$ cat config.mk
export PLATFORM = sky130hd
export DESIGN_NAME = wake_smi_regs
export DESIGN_NICKNAME = d
export VERILOG_FILES = /design/src/core/wake_smi_pkg.sv /design/src/core/sticky_bits.sv /design/src/core/wake_smi_regs.sv
export SDC_FILE = /design/constraint.sdc
export NUM_CORES = 1
export LEC_CHECK = 0
export ABC_AREA = 0
export ABC_CLOCK_PERIOD_IN_PS = 1800
export BUFFER_PORTS_ARGS = -buffer_cell sky130_fd_sc_hd__buf_4
export CAP_MARGIN = 30
export CORE_MARGIN = 8
export CORE_UTILIZATION = 50
export CTS_CLUSTER_SIZE = 40
export DETAILED_ROUTE_END_ITERATION = 8
export PLACE_DENSITY = 0.8
export SYNTH_ARGS = -nofsm -noshare
export SYNTH_HDL_FRONTEND = slang
export SYNTH_SLANG_ARGS = --single-unit
$ cat constraint.sdc
create_clock -name ref_clk -period 1.8 [get_ports ref_clk]
set_input_delay 0.09 -clock ref_clk [delete_from_list [all_inputs] [get_ports ref_clk]]
set_output_delay 0.09 -clock ref_clk [all_outputs]
set_load 0.02 [all_outputs]
$ cat src/core/wake_smi_pkg.sv
package wake_smi_pkg;

   // Register indices; byte address is four times the index
   localparam logic [5:0] IDX_WAKE_EN_FOUR = 6'h0D;
   localparam logic [5:0] IDX_WAKE_EN_FIVE = 6'h0E;
   localparam logic [5:0] IDX_RSVD_ZERO = 6'h0F;
   localparam logic [5:0] IDX_SM_STATUS_ONE = 6'h10;
   localparam logic [5:0] IDX_SM_STATUS_TWO = 6'h11;
   localparam logic [5:0] IDX_SM_STATUS_THREE = 6'h12;
   localparam logic [5:0] IDX_SM_STATUS_FOUR = 6'h13;
   localparam logic [5:0] IDX_IRQ_STATUS = 6'h20;
   localparam logic [5:0] IDX_IRQ_MASK = 6'h21;

   // Reset values
   localparam logic [7:0] RST_WAKE_EN = 8'h00;
   localparam logic [7:0] RST_SM_STATUS_ONE = 8'h02;
   localparam logic [7:0] RST_SM_STATUS = 8'h00;
   localparam logic [3:0] RST_IRQ = 4'h0;

   // First status register fields
   localparam int STS1_PARALLEL = 1;
   localparam int STS1_SECOND_SERIAL = 2;
   localparam int STS1_FIRST_SERIAL = 3;
   localparam int STS1_FLOPPY = 4;
   localparam int STS1_MIDI = 5;
   localparam int STS1_WATCHDOG = 7;

   // Second status register fields
   localparam int STS2_MOUSE = 0;
   localparam int STS2_KEYBOARD = 1;
   localparam int STS2_INFRARED = 2;
   localparam int STS2_KBC_PORT = 4;

   // Live bits of the clear-on-one registers (bit 3 of three reserved)
   localparam logic [7:0] STS3_LIVE_MASK = 8'hF7;
   localparam logic [7:0] STS4_LIVE_MASK = 8'hFF;

   // Interrupt status and mask fields
   localparam int IRQ_WIDTH = 4;
   localparam int IRQ_GPI_THREE = 0;
   localparam int IRQ_GPI_FOUR = 1;
   localparam int IRQ_INFRARED = 2;
   localparam int IRQ_WAKE = 3;

   // APB request from the master
   typedef struct packed {
      logic psel;
      logic penable;
      logic pwrite;
      logic [7:0] paddr;
      logic [31:0] pwdata;
   } apb_req_t;

   // Interrupt and line levels of the peripheral units
   typedef struct packed {
      logic parallel_active;
      logic printer_ack_in_n;
      logic second_serial_irq_flag;
      logic first_serial_irq_flag;
      logic floppy_irq_flag;
      logic midi_port_irq_flag;
      logic watchdog_expiry_flag;
      logic mouse_irq_flag;
      logic keyboard_irq_flag;
      logic kbc_port_line_flag;
   } unit_flags_t;

   // Infrared receive selection, sampled after the pin multiplexer
   typedef struct packed {
      logic ir_select_infrared;
      logic second_serial_receive_in;
      logic infrared_receive_in;
   } ir_lines_t;

endpackage

$ cat src/core/sticky_bits.sv
`timescale 1ns/1ns
`default_nettype none

// Sticky flags: a set in the clear cycle keeps the flag
module sticky_bits #(
   parameter int W = 8
)(
   // Clock and reset
   input wire logic ref_clk,
   input wire logic rstn,
   // Set and clear vectors
   input wire logic [W-1:0] set,
   input wire logic [W-1:0] clear,
   // Flag state
   output logic [W-1:0] q
);

   genvar i;

   // One flop per flag, set beats clear
   generate
      for (i = 0; i < W; i = i + 1)
      begin : g_bit
         always_ff @(posedge ref_clk or negedge rstn)
         begin
            if (!rstn)
               q[i] <= 1'b0;
            else
               q[i] <= set[i] | (q[i] & ~clear[i]);
         end
      end
   endgenerate

endmodule

`default_nettype wire

$ cat src/core/wake_smi_regs.sv
// Overview of operation
// - Wake out when enable, status, global set
// - Disabled source never drives wake output
// - Wake enables clear only on standby reset
// - Wake enable four at 0D, mixed inputs
// - Wake enable five at 0E, inputs 50-57
// - Offset 0F reads zero always
// - Status one defaults 0x02, bit1 forced
// - Status one mirrors units, no write clear
// - Parallel flag high until active, then ack
// - Status one at 10, fixed unit map
// - Status two at 11, source-cleared bits
// - Infrared transition sets bit2, read clears
// - Status three at 12, write one clears
// - Status four at 13, write one clears
`timescale 1ns/1ns
`default_nettype none

module wake_smi_regs (
   // Clock and standby-supply reset
   input wire logic ref_clk,
   input wire logic rstn,
   // Resets that leave the wake enables alone
   input wire logic main_supply_por,
   input wire logic hard_reset,
   input wire logic soft_reset,
   // APB slave
   input wire wake_smi_pkg::apb_req_t apb_req,
   output logic [31:0] prdata,
   output logic pready,
   output logic pslverr,
   // Wake sources
   input wire logic global_wake_enable,
   input wire logic [7:0] wake_status_four,
   input wire logic [7:0] wake_status_five,
   output logic wake_event_out_n,
   // Peripheral unit flags and infrared lines
   input wire wake_smi_pkg::unit_flags_t unit_flags,
   input wire wake_smi_pkg::ir_lines_t ir_lines,
   // General-purpose input events, one bit per status bit
   input wire logic [7:0] gpi_event_three,
   input wire logic [7:0] gpi_event_four,
   // Block interrupt
   output logic irq
);
   import wake_smi_pkg::*;

   // Index match used by every register decode
   function automatic logic at_index(input logic [7:0] addr,
                                     input logic [5:0] idx);
      at_index = (addr[7:2] == idx);
   endfunction

   // Registers
   logic [7:0] wake_enable_four;
   logic [7:0] wake_enable_five;
   logic [7:0] sysmgmt_status_one;
   logic [7:0] sysmgmt_status_two_live;
   logic [7:0] sysmgmt_status_three;
   logic [7:0] sysmgmt_status_four;
   logic [IRQ_WIDTH-1:0] irq_status;
   logic [IRQ_WIDTH-1:0] irq_mask;
   logic infrared_activity_flag;

   // Internal state
   logic ir_line_prev;
   logic ir_line_seen;
   logic wake_prev_n;

   // Bus phase decode
   wire setup_phase = apb_req.psel & ~apb_req.penable;
   wire access_done = apb_req.psel & apb_req.penable & pready;
   wire wr_done = access_done & apb_req.pwrite;
   wire rd_done = access_done & ~apb_req.pwrite;
   wire [7:0] wdata = apb_req.pwdata[7:0];

   // Register hits
   wire hit_en_four = at_index(apb_req.paddr, IDX_WAKE_EN_FOUR);
   wire hit_en_five = at_index(apb_req.paddr, IDX_WAKE_EN_FIVE);
   wire hit_rsvd = at_index(apb_req.paddr, IDX_RSVD_ZERO);
   wire hit_sts_one = at_index(apb_req.paddr, IDX_SM_STATUS_ONE);
   wire hit_sts_two = at_index(apb_req.paddr, IDX_SM_STATUS_TWO);
   wire hit_sts_three = at_index(apb_req.paddr, IDX_SM_STATUS_THREE);
   wire hit_sts_four = at_index(apb_req.paddr, IDX_SM_STATUS_FOUR);
   wire hit_irq_sts = at_index(apb_req.paddr, IDX_IRQ_STATUS);
   wire hit_irq_mask = at_index(apb_req.paddr, IDX_IRQ_MASK);
   wire hit_any = hit_en_four | hit_en_five | hit_rsvd | hit_sts_one |
                  hit_sts_two | hit_sts_three | hit_sts_four |
                  hit_irq_sts | hit_irq_mask;

   // Misaligned addresses count as unmapped
   wire addr_ok = hit_any & (apb_req.paddr[1:0] == 2'b00);

   // Write strobes
   wire wr_en_four = wr_done & addr_ok & hit_en_four;
   wire wr_en_five = wr_done & addr_ok & hit_en_five;
   wire wr_sts_three = wr_done & addr_ok & hit_sts_three;
   wire wr_sts_four = wr_done & addr_ok & hit_sts_four;
   wire wr_irq_sts = wr_done & addr_ok & hit_irq_sts;
   wire wr_irq_mask = wr_done & addr_ok & hit_irq_mask;

   // Status two read completion clears the infrared bit
   wire rd_sts_two = rd_done & addr_ok & hit_sts_two;

   // Any of the supply-side resets that the enables ride through
   wire other_reset = main_supply_por | hard_reset | soft_reset;

   // Wake output gating per source
   wire [7:0] wake_hits_four = wake_enable_four & wake_status_four;
   wire [7:0] wake_hits_five = wake_enable_five & wake_status_five;
   wire wake_any = |{wake_hits_four, wake_hits_five};
   wire next_wake_out_n = ~(wake_any & global_wake_enable);

   // Parallel flag: held high until the port is activated
   wire parallel_flag = ~unit_flags.parallel_active |
                        unit_flags.printer_ack_in_n;

   // Live mirror of the first status register
   wire [7:0] next_status_one;
   assign next_status_one[0] = 1'b0;
   assign next_status_one[STS1_PARALLEL] = parallel_flag | other_reset;
   assign next_status_one[STS1_SECOND_SERIAL] =
      unit_flags.second_serial_irq_flag;
   assign next_status_one[STS1_FIRST_SERIAL] =
      unit_flags.first_serial_irq_flag;
   assign next_status_one[STS1_FLOPPY] = unit_flags.floppy_irq_flag;
   assign next_status_one[STS1_MIDI] = unit_flags.midi_port_irq_flag;
   assign next_status_one[6] = 1'b0;
   assign next_status_one[STS1_WATCHDOG] = unit_flags.watchdog_expiry_flag;

   // Source-cleared bits of the second status register
   wire [7:0] next_status_two_live;
   assign next_status_two_live[STS2_MOUSE] = unit_flags.mouse_irq_flag;
   assign next_status_two_live[STS2_KEYBOARD] = unit_flags.keyboard_irq_flag;
   assign next_status_two_live[STS2_INFRARED] = 1'b0;
   assign next_status_two_live[3] = 1'b0;
   assign next_status_two_live[STS2_KBC_PORT] = unit_flags.kbc_port_line_flag;
   assign next_status_two_live[7:5] = 3'h0;

   // Infrared line after the multiplexer
   wire ir_line = ir_lines.ir_select_infrared ? ir_lines.infrared_receive_in :
                  ir_lines.second_serial_receive_in;

   // The very first sample only primes the edge detector
   wire ir_toggle = ir_line_seen & (ir_line != ir_line_prev);

   // Combined second status register as software sees it
   wire [7:0] sysmgmt_status_two;
   assign sysmgmt_status_two = sysmgmt_status_two_live |
      {5'h00, infrared_activity_flag, 2'b00};

   // Clear-on-one status: events set, written ones clear
   wire [7:0] set_three = gpi_event_three & STS3_LIVE_MASK;
   wire [7:0] set_four = gpi_event_four & STS4_LIVE_MASK;
   wire [7:0] clr_three = wr_sts_three ? wdata : 8'h00;
   wire [7:0] clr_four = wr_sts_four ? wdata : 8'h00;

   // Block events for the interrupt status
   wire wake_rise = wake_prev_n & ~next_wake_out_n;
   wire [IRQ_WIDTH-1:0] irq_events;
   assign irq_events[IRQ_GPI_THREE] = |(set_three & ~sysmgmt_status_three);
   assign irq_events[IRQ_GPI_FOUR] = |(set_four & ~sysmgmt_status_four);
   assign irq_events[IRQ_INFRARED] = ir_toggle;
   assign irq_events[IRQ_WAKE] = wake_rise;
   wire [IRQ_WIDTH-1:0] irq_clear =
      wr_irq_sts ? wdata[IRQ_WIDTH-1:0] : {IRQ_WIDTH{1'b0}};

   // Level interrupt from any unmasked status bit
   wire next_irq = |(irq_status & irq_mask);

   // Read data selection; reserved slot and bits read zero
   wire [7:0] rd_byte =
      !addr_ok ? 8'h00 :
      hit_en_four ? wake_enable_four :
      hit_en_five ? wake_enable_five :
      hit_rsvd ? 8'h00 :
      hit_sts_one ? sysmgmt_status_one :
      hit_sts_two ? sysmgmt_status_two :
      hit_sts_three ? sysmgmt_status_three :
      hit_sts_four ? sysmgmt_status_four :
      hit_irq_sts ? {4'h0, irq_status} :
      {4'h0, irq_mask};

   // Answer one cycle after setup: no wait states
   wire next_pready = setup_phase;
   wire next_pslverr = setup_phase & ~addr_ok;
   wire [31:0] next_prdata = {24'h00_0000, rd_byte};

   // Ready pulses once per transfer, in its access cycle
   always_ff @(posedge ref_clk or negedge rstn)
   begin
      if (!rstn)
         pready <= 1'b0;
      else
         pready <= next_pready;
   end

   // Error rides with ready, so a bad index never hangs the master
   always_ff @(posedge ref_clk or negedge rstn)
   begin
      if (!rstn)
         pslverr <= 1'b0;
      else
         pslverr <= next_pslverr;
   end

   // Read data captured at setup; holds until the next setup
   always_ff @(posedge ref_clk or negedge rstn)
   begin
      if (!rstn)
         prdata <= 32'h0000_0000;
      else if (setup_phase)
         prdata <= next_prdata;
   end

   // Wake enables; only the standby reset reaches them
   always_ff @(posedge ref_clk or negedge rstn)
   begin
      if (!rstn)
         wake_enable_four <= RST_WAKE_EN;
      else if (wr_en_four)
         wake_enable_four <= wdata;
   end

   // Fifth enable, same reset domain so armed wakes survive
   always_ff @(posedge ref_clk or negedge rstn)
   begin
      if (!rstn)
         wake_enable_five <= RST_WAKE_EN;
      else if (wr_en_five)
         wake_enable_five <= wdata;
   end

   // Status one mirrors its units; writes never touch it
   always_ff @(posedge ref_clk or negedge rstn)
   begin
      if (!rstn)
         sysmgmt_status_one <= RST_SM_STATUS_ONE;
      else
         sysmgmt_status_one <= next_status_one;
   end

   // Source-cleared part of status two, one edge behind like status one
   always_ff @(posedge ref_clk or negedge rstn)
   begin
      if (!rstn)
         sysmgmt_status_two_live <= RST_SM_STATUS;
      else
         sysmgmt_status_two_live <= next_status_two_live;
   end

   // Edge history; the seen bit keeps reset from faking a toggle
   always_ff @(posedge ref_clk or negedge rstn)
   begin
      if (!rstn)
      begin
         ir_line_prev <= 1'b0;
         ir_line_seen <= 1'b0;
      end
      else
      begin
         ir_line_prev <= ir_line;
         ir_line_seen <= 1'b1;
      end
   end

   // Infrared activity: a transition wins over a clearing read
   always_ff @(posedge ref_clk or negedge rstn)
   begin
      if (!rstn)
         infrared_activity_flag <= 1'b0;
      else if (ir_toggle)
         infrared_activity_flag <= 1'b1;
      else if (rd_sts_two)
         infrared_activity_flag <= 1'b0;
   end

   // Third status register, bit 3 never latches
   sticky_bits #(
      .W(8)
   ) u_status_three (
      .ref_clk(ref_clk),
      .rstn(rstn),
      .set(set_three),
      .clear(clr_three),
      .q(sysmgmt_status_three)
   );

   // Fourth status register
   sticky_bits #(
      .W(8)
   ) u_status_four (
      .ref_clk(ref_clk),
      .rstn(rstn),
      .set(set_four),
      .clear(clr_four),
      .q(sysmgmt_status_four)
   );

   // Block interrupt status, cleared by writing one
   sticky_bits #(
      .W(IRQ_WIDTH)
   ) u_irq_status (
      .ref_clk(ref_clk),
      .rstn(rstn),
      .set(irq_events),
      .clear(irq_clear),
      .q(irq_status)
   );

   // Mask register; a masked event still latches
   always_ff @(posedge ref_clk or negedge rstn)
   begin
      if (!rstn)
         irq_mask <= RST_IRQ;
      else if (wr_irq_mask)
         irq_mask <= wdata[IRQ_WIDTH-1:0];
   end

   // Wake output from a flop so the pin never glitches; idles high
   always_ff @(posedge ref_clk or negedge rstn)
   begin
      if (!rstn)
         wake_event_out_n <= 1'b1;
      else
         wake_event_out_n <= next_wake_out_n;
   end

   // Previous wake level, for the wake-asserting event
   always_ff @(posedge ref_clk or negedge rstn)
   begin
      if (!rstn)
         wake_prev_n <= 1'b1;
      else
         wake_prev_n <= next_wake_out_n;
   end

   // Level interrupt, one edge behind status and mask
   always_ff @(posedge ref_clk or negedge rstn)
   begin
      if (!rstn)
         irq <= 1'b0;
      else
         irq <= next_irq;
   end

endmodule

`default_nettype wire

==> results of run 1 <==
-- through the flow --
stage                     setup WS (ns)  hold slack [ns]
final                             0.258           0.0124
after global routing              0.169           0.0142
after CTS                         0.262          0.00164
after detailed placement        -0.0173            0.201
after global placement           0.0132            0.200
after floorplan                  0.0342           -0.206
-- metal layers --
metal	part of all wire [%]	up-vias	track usage (%)	wire, um
met3	8.9	13	6.09	941
li1	-	1432	-	-
met5	0	-	0	0
met1	41	1553	26.0	4330
met4	1.7	0	7.57	176
met2	49	153	35.7	5140
-- cells in the mapped netlist (3+ instances only) --
library cell | instances | area, sq um
sky130_fd_sc_hd__a211oi_1 | 5 | 37.5
sky130_fd_sc_hd__a21o_1 | 8 | 60.1
sky130_fd_sc_hd__a221oi_1 | 8 | 70.1
sky130_fd_sc_hd__a22o_1 | 4 | 35.0
sky130_fd_sc_hd__a22oi_1 | 3 | 22.5
sky130_fd_sc_hd__a311oi_1 | 3 | 26.3
sky130_fd_sc_hd__a31oi_1 | 7 | 43.8
sky130_fd_sc_hd__buf_2 | 8 | 40.0
sky130_fd_sc_hd__buf_4 | 24 | 180
sky130_fd_sc_hd__clkbuf_1 | 4 | 15.0
sky130_fd_sc_hd__dfrtp_1 | 62 | 1550
sky130_fd_sc_hd__inv_1 | 22 | 82.6
sky130_fd_sc_hd__mux2_1 | 9 | 101
sky130_fd_sc_hd__mux2_2 | 16 | 180
sky130_fd_sc_hd__mux2i_1 | 4 | 40.0
sky130_fd_sc_hd__nand2_1 | 16 | 60.1
sky130_fd_sc_hd__nand2b_1 | 9 | 56.3
sky130_fd_sc_hd__nand3_1 | 13 | 65.1
sky130_fd_sc_hd__nand4_1 | 9 | 56.3
sky130_fd_sc_hd__nor2_1 | 17 | 63.8
sky130_fd_sc_hd__nor3_1 | 7 | 35.0
sky130_fd_sc_hd__o21ai_0 | 8 | 40.0
sky130_fd_sc_hd__o22ai_1 | 4 | 25.0
sky130_fd_sc_hd__o31ai_1 | 8 | 60.1
sky130_fd_sc_hd__o41ai_1 | 3 | 26.3
-- worst max-delay path, stage by stage --
cell and delay, ns:
sky130_fd_sc_hd__dlygate4sd3_1 0.53, sky130_fd_sc_hd__buf_4 0.11, sky130_fd_sc_hd__and4_1 0.28, sky130_fd_sc_hd__buf_4 0.17, sky130_fd_sc_hd__nand4_4 0.19, sky130_fd_sc_hd__mux2_1 0.39
-- final cells by class --
type | count | area, sq um
clock buffers | 10 | 138
well taps | 96 | 120
flip-flops and latches | 64 | 1600
fillers | 528 | 2080
multi-input cells | 230 | 1650
repair buffers | 126 | 1010
clock inverters | 6 | 114
inverters | 22 | 82.6
-- flip-flops by register name (all words and copies together), names as in the netlist --
name and flops:
u_status_four.q 8, infrared_activity_flag 1, ir_line_prev 1, irq 1, prdata 8, wake_enable_five 8
irq_mask 4, u_irq_status.q 4, wake_enable_four 8, sysmgmt_status_two_live 3, u_status_three.q 8, pslverr 1
wake_event_out_n 1, sysmgmt_status_one 6, pready 1, ir_line_seen 1
-- logic make-up (layout without fill, tap and decap cells) --
group           Yosys count  in the layout  synth area share, %
compound gates           79             79                 17.8
mux                      30             30                 9.77
buf+inv                  64            164                 10.2
simple gates             96             96                 16.5
other cells               2             25                0.213
flops                    64             64                 45.5
-- final timing paths --
check / depth (start not counted) / end / slack (ns)
worst min-delay path: 2 / ir_line_prev / 0.01
min in group asynchronous: 2 / u_status_four.q[6] / 0.39
worst min register to register: 2 / prdata[5] / 0.50
worst max register to register: 4 / wake_enable_five[3] / 0.26
max in group asynchronous: 2 / prdata[3] / 0.89
worst max-delay path: 6 / wake_enable_five[3] / 0.26
-- report_power, final --
group	switching (uW)	total [uW]	internal, uW
sequential	7.61	1460	1450
clock	603	1570	962
combinational	238	438	200
==> Implementation_results.wiki, run 1 <==
{| class="wikitable"
! Metric !! Value
|-
| Result of the run || complete, no violations
|-
| Largest voltage drop on the vdd net || 0.449 mV
|-
| Number of buffers added for setup after CTS || 0
|-
| Number of port buffers || 80
|-
| HPWL Detailed || 7760 um
|-
| Chip Height || 99.9 um
|-
| Post-synthesis area per instance || 10.5 sq um
|-
| Path category of the worst min-delay check || input port to flop
|-
| Beginning of the critical path || apb_req[40]
|-
| Total count of hold-check failures in the final report || 0
|-
| Max Fclk || 0.649 GHz
|-
| Utilization of the core after routing || between 60 and 70%
|-
| First-pass GRT wire length || 16,900 um
|-
| Count of different cell masters after synthesis || 63
|-
| Resized Gates After CTS || 0
|-
| Post-route design area || about 4700 sq um
|-
| CTS H-tree lvls || 3
|-
| Remaining number of nets flagged by the antenna check after routing || 0
|-
| Core region area || a little under 7000 sq um
|-
| Worst R2R Start || pready
|-
| Total I/O pin count || 130
|-
| Number of buffers added by the clock tree synthesis step || 9
|-
| Sum of overflow across all layers after global routing || 0
|-
| Clock Latency Late Sink || 0.35 ns
|-
| Max Fanout on Critical Path || 8
|-
| Final setup vio count || 0
|-
| Cell area reported after detailed placement || between 4000 and 5000 sq um
|-
| Final Skew || 0.00890 ns
|-
| FFs w/ async S/R, synth || 100%
|-
| # hold bufs at CTS || 26
|-
| Number of flops mapped to enable cells by yosys || 0
|-
| Data arrival time at the worst-slack endpoint || 1.77 ns
|-
| Number of design-rule violations left by the first detailed-router iteration || 194
|-
| Effective utilization at floorplan || 51.9%
|-
| Relative slew margins || 46.6%
|-
| Number of maximum-capacitance violations || 0
|-
| Placer congestion estimate || 0.919
|-
| Data required time of the worst path || 2.03 ns
|-
| Leakage || ~0.0022 uW
|-
| Sink count of the clock tree || 64
|-
| Most common cell after layout, fill and taps aside || sky130_fd_sc_hd__buf_4
|-
| Max clock buf depth || 2
|-
| Diodes inserted || 0
|-
| Horizontal die dimension || 99.9 um
|-
| RSZ-0062 raised after global routing || no
|-
| Area growth from synthesis to final layout || 33.9%
|-
| Launching element type of the critical path || input port
|-
| Total wirelength of the detailed-routed design || 10,600 um
|-
| Total number of placement rows || 30
|-
| Max Transition Viols Final || 0
|-
| Seq/Total Area, Yosys || 45.5%
|-
| Initial antenna violation count || 0
|-
| CTS tree || built
|-
| Number of global-route vias before repair || 3,291
|-
| Sum of negative setup slack || 0 ns
|-
| Post-layout power || 3460 uW
|-
| Final cell count without fillers || approximately 550
|-
| Total power density per cell area || 735 nW/um^2
|-
| Crit Path Class || input port to flop
|-
| Ratio of cells with drive above 1 in the final layout || 32.3%
|-
| Time the worst path needs with I/O delays and setup || roughly 1.5 ns
|-
| Transition at the pin with the smallest max-transition slack || about 0.8 ns
|-
| First-pass iteration count of the detailed router || 6
|-
| Number of flip-flops and latches in the synthesized netlist || 64
|-
| Global routing usage summed across all routing layers || 21.5%
|-
| Hold Path Origin || ir_lines[0]
|-
| Clock-pin transition on the worst setup and hold timing paths || about 0.070 ns
|-
| Syn. warnings || 0
|-
| WL per Instance || approximately 19 um
|-
| Top library cells by usage in the layout, fill and taps aside || sky130_fd_sc_hd__buf_4 (100), sky130_fd_sc_hd__dfrtp_1 (62), sky130_fd_sc_hd__dlygate4sd3_1 (26), sky130_fd_sc_hd__conb_1 (25), sky130_fd_sc_hd__inv_1 (22)
|-
| Placed cells || 512
|-
| Drt drc || 0
|-
| Final layout net count || 547
|-
| Ys flop type || sky130_fd_sc_hd__dfrtp_1
|-
| Number of cells produced by synthesis || 335
|-
| Total number of vias || ~3.2k
|-
| Ratio of routed vias to standard cells || 5.69
|-
| Full die area || 9990 sq um
|-
| Maximum number of pins on one net before global-route repair || 65
|-
| Combined area of all synthesized cells || 3520 sq um
|-
| Period utilization || between 80% and 90%
|-
| Endpoint kind of the worst setup timing path || flop
|-
| Clock root cell || sky130_fd_sc_hd__clkbuf_8
|}
Note: power is estimated with default switching activity, not from simulation.
==> inputs of run 2 (changes only) <==
--- a/config.mk
+++ b/config.mk
@@ -16,4 +16,5 @@
 export PLACE_DENSITY = 0.8
 export SYNTH_ARGS = -nofsm -noshare
 export SYNTH_HDL_FRONTEND = slang
+export SYNTH_HIERARCHICAL = 1
 export SYNTH_SLANG_ARGS = --single-unit
==> run 2 against run 1 <==
Compared with the run above: synthesized area is 1.7% lower; maximum frequency is 6.7% lower; largest power group is now sequential cells; clock power is 28% lower.
==> Implementation_results.wiki, run 2 <==
{| class="wikitable"
! Metric !! Value
|-
| Cell with the most instances after synthesis || sky130_fd_sc_hd__dfrtp_1
|-
| CTS H-tree lvls || 3
|-
| Top library cells by usage in the layout, fill and taps aside || sky130_fd_sc_hd__buf_4 (105), sky130_fd_sc_hd__dfrtp_1 (62), sky130_fd_sc_hd__inv_1 (38), sky130_fd_sc_hd__dlygate4sd3_1 (29), sky130_fd_sc_hd__conb_1 (26)
|-
| Number of port buffers || 80
|-
| Sum of overflow across all layers after global routing || 0
|-
| Synth top area cells || sky130_fd_sc_hd__dfrtp_1 (45%), sky130_fd_sc_hd__mux2_2 (7.5%), sky130_fd_sc_hd__buf_4 (5.4%), sky130_fd_sc_hd__a21o_1 (4.6%), sky130_fd_sc_hd__inv_1 (4.1%)
|-
| Largest voltage drop on the vdd net || 0.477 mV
|-
| Ys flop type || sky130_fd_sc_hd__dfrtp_1
|-
| RSZ-0062 raised after global routing || no
|-
| Clock root cell || sky130_fd_sc_hd__clkbuf_8
|-
| Share of total power in combinational logic || 14.7%
|-
| Number of global-route vias before repair || 3,292
|-
| Core region area || 6760 sq um
|-
| Data arrival time at the worst-slack endpoint || around 1.9 ns
|-
| Period utilization || 91.8%
|-
| First-pass iteration count of the detailed router || 5
|-
| Area share of the leading cell type in the synthesized netlist || between 40 and 50%
|-
| Most common cell after layout, fill and taps aside || sky130_fd_sc_hd__buf_4
|-
| Total I/O pin count || 130
|-
| Clock network fraction of design power || roughly 37%
|-
| Relative slew margins || 64.7%
|-
| Critical-path top delay cell || sky130_fd_sc_hd__dfrtp_1
|-
| Utilization of the core after routing || 70.6%
|-
| Launching element type of the critical path || flop
|-
| Maximum number of pins on one net before global-route repair || 34
|-
| Post-synthesis area per instance || 10.2 sq um
|-
| Drt drc || 0
|-
| FFs w/ async S/R, synth || between 90% and 100%
|-
| Remaining number of nets flagged by the antenna check after routing || 0
|-
| Placer congestion estimate || 0.953
|-
| Total number of vias || 3,138
|-
| Syn. warnings || 6
|-
| Number of buffers added by the clock tree synthesis step || 9
|-
| Number of maximum-capacitance violations || 0
|-
| Final layout net count || 571
|-
| Minimum hold slack || ~0.0075 ns
|-
| Time the worst path needs with I/O delays and setup || 1.65 ns
|-
| Worst path max stage delay || 0.34 ns
|-
| Sequence of cells on the critical path || and3_1, nand4_4, nor3_4, buf_12, mux2_2
|-
| Horizontal die dimension || 99.2 um
|-
| Leakage || ~0.0023 uW
|-
| Net Switching || 797 uW
|-
| Number of flip-flops and latches in the synthesized netlist || 64
|-
| Final Skew || 0.00642 ns
|-
| HPWL Detailed || 7580 um
|-
| Initial antenna violation count || 0
|-
| CTS tree || built
|-
| Max clock buf depth || 2
|-
| Effective utilization at floorplan || 51.3%
|-
| Ratio of cells with drive above 1 in the final layout || 32.8%
|-
| Combined area of all synthesized cells || between 3000 and 4000 sq um
|-
| Sink count of the clock tree || 64
|-
| Result of the run || complete, no violations
|-
| Leading post-synthesis cells by instance count || sky130_fd_sc_hd__dfrtp_1 (62), sky130_fd_sc_hd__inv_1 (38), sky130_fd_sc_hd__buf_4 (25)
|-
| Internal power summed over all cells || between 2000 and 2500 uW
|-
| Max Fanout on Critical Path || 8
|-
| Register share of total power || 48.2%
|-
| Number of design-rule violations left by the first detailed-router iteration || 257
|-
| Total power density per cell area || between 600 and 700 nW/um^2
|-
| Global routing usage summed across all routing layers || 21.3%
|-
| Ratio of routed vias to standard cells || around 5.6
|-
| Transition at the pin with the smallest max-transition slack || just over 0.5 ns
|-
| Max Fclk || about 0.6 GHz
|-
| Path category of the worst min-delay check || input port to flop
|-
| Register-to-register setup slack || 0.15 ns
|-
| Chip Height || slightly below 100 um
|-
| Final setup vio count || 0
|-
| Cell accounting for the most synthesized area || sky130_fd_sc_hd__dfrtp_1
|-
| Switching power share of the total || 26.2%
|-
| Crit Path Class || flop to flop
|-
| Data required time of the worst path || 2.03 ns
|-
| Full die area || between 9000 and 10,000 sq um
|-
| Seq/Total Area, Yosys || 46.3%
|-
| Total count of hold-check failures in the final report || 0
|-
| Clock Latency Late Sink || ~0.35 ns
|-
| WL per Instance || between 15 and 20 um
|-
| Endpoint kind of the worst setup timing path || flop
|-
| Number of flops mapped to enable cells by yosys || 0
|-
| Diodes inserted || 0
|-
| Number of buffers added for setup after CTS || 0
|-
| Max Transition Viols Final || 0
|-
| Count of different cell masters after synthesis || between 50 and 60
|-
| Number of cells produced by synthesis || 339
|-
| Total number of placement rows || 30
|-
| Sum of negative setup slack || 0 ns
|-
| Filler instances || 515
|-
| Total wirelength of the detailed-routed design || 10,300 um
|-
| First-pass GRT wire length || about 16,000 um
|-
| Area growth from synthesis to final layout || 37.7%
|-
| Clock-pin transition on the worst setup and hold timing paths || 0.07 ns
|}
-- run 2: cell types whose count changed in the layout (fill, tap and decap cells not counted), moves of 6 or more --
cell,previous run,this run
sky130_fd_sc_hd__o31ai_1,8,2
sky130_fd_sc_hd__nand3_1,13,1
sky130_fd_sc_hd__a21oi_1,2,8
sky130_fd_sc_hd__mux2_1,9,1
sky130_fd_sc_hd__mux2_2,16,22
sky130_fd_sc_hd__inv_1,22,38
sky130_fd_sc_hd__and2_1,2,22
sky130_fd_sc_hd__a31oi_1,7,0
sky130_fd_sc_hd__a21o_1,8,21
sky130_fd_sc_hd__nand4_1,9,3
-- run 2: final cells by class --
type	count	area (sq um)	area share, %
well taps	80	100	2.10
clock inverters	3	17.5	0.367
clock buffers	13	159	3.33
flip-flops and latches	64	1600	33.6
multi-input cells	227	1610	33.7
repair buffers	137	1140	23.9
inverters	38	143	2.99
-- run 2: stage by stage --
stage               setup WS [ns]  cells  cell area, sq um  total power, uW
floorplan                 -0.0789    363              3600             1700
global placement           -0.171    517              4300             1880
detailed placement         -0.231    517              4300             1890
CTS                         0.112    561              4750             3040
global route                0.113    562              4770             3150
finish                      0.148    562              4770             3050
-- run 2: final timing paths --
check | cells past startpoint | to | start
worst max-delay path | 5 | wake_enable_five[3] | pready
worst min-delay path | 2 | ir_line_prev | ir_lines[1]
worst max register to register | 5 | wake_enable_five[3] | pready
worst min register to register | 1 | u_status_three/q[1] | u_status_three/q[1]
max in group asynchronous | 3 | wake_event_out_n | rstn
min in group asynchronous | 2 | pready | rstn
-- run 2: critical path: cells and delay by family (launching register included) --
kind / cells / cell delay, ns
simple gates: 3 / 0.69
buf+inv: 1 / 0.16
mux: 1 / 0.33
flops: 1 / 0.34
-- run 2: kinds of logic (layout without fill, tap and decap cells) --
family | Yosys count | in the layout | synth area share [%]
and+or+nand+nor | 91 | 91 | 15.8
AOI/OAI and AO/OA | 81 | 81 | 17.4
buffers and inverters | 72 | 191 | 10.7
DFF | 64 | 64 | 46.3
muxes | 29 | 29 | 9.61
other | 2 | 26 | 0.217
-- run 2: per-layer routing --
metal | track usage [%] | vias to the layer above | share of wire [%]
met2 | 36.5 | 164 | 50
met1 | 24.6 | 1530 | 40
met3 | 6.15 | 20 | 8.6
li1 | - | 1424 | -
met5 | 0 | - | 0
met4 | 8.03 | 0 | 1.8
-- run 2: repair_timing --
action                                  CTS  global route
endpoints found under the setup margin    0             4
resized for setup                         0             1
endpoints found under the hold margin    57             1
hold buffers                             28             1
-- run 2: power groups by stage --
| stage | combinational (uW) | clock (uW) | sequential (uW) |
|---|---|---|---|
| floorplan | 194 | 0 | 1500 |
| global route | 482 | 1200 | 1470 |
| detailed placement | 391 | 0 | 1500 |
| global placement | 386 | 0 | 1500 |
| finish | 448 | 1130 | 1470 |
| CTS | 442 | 1130 | 1470 |
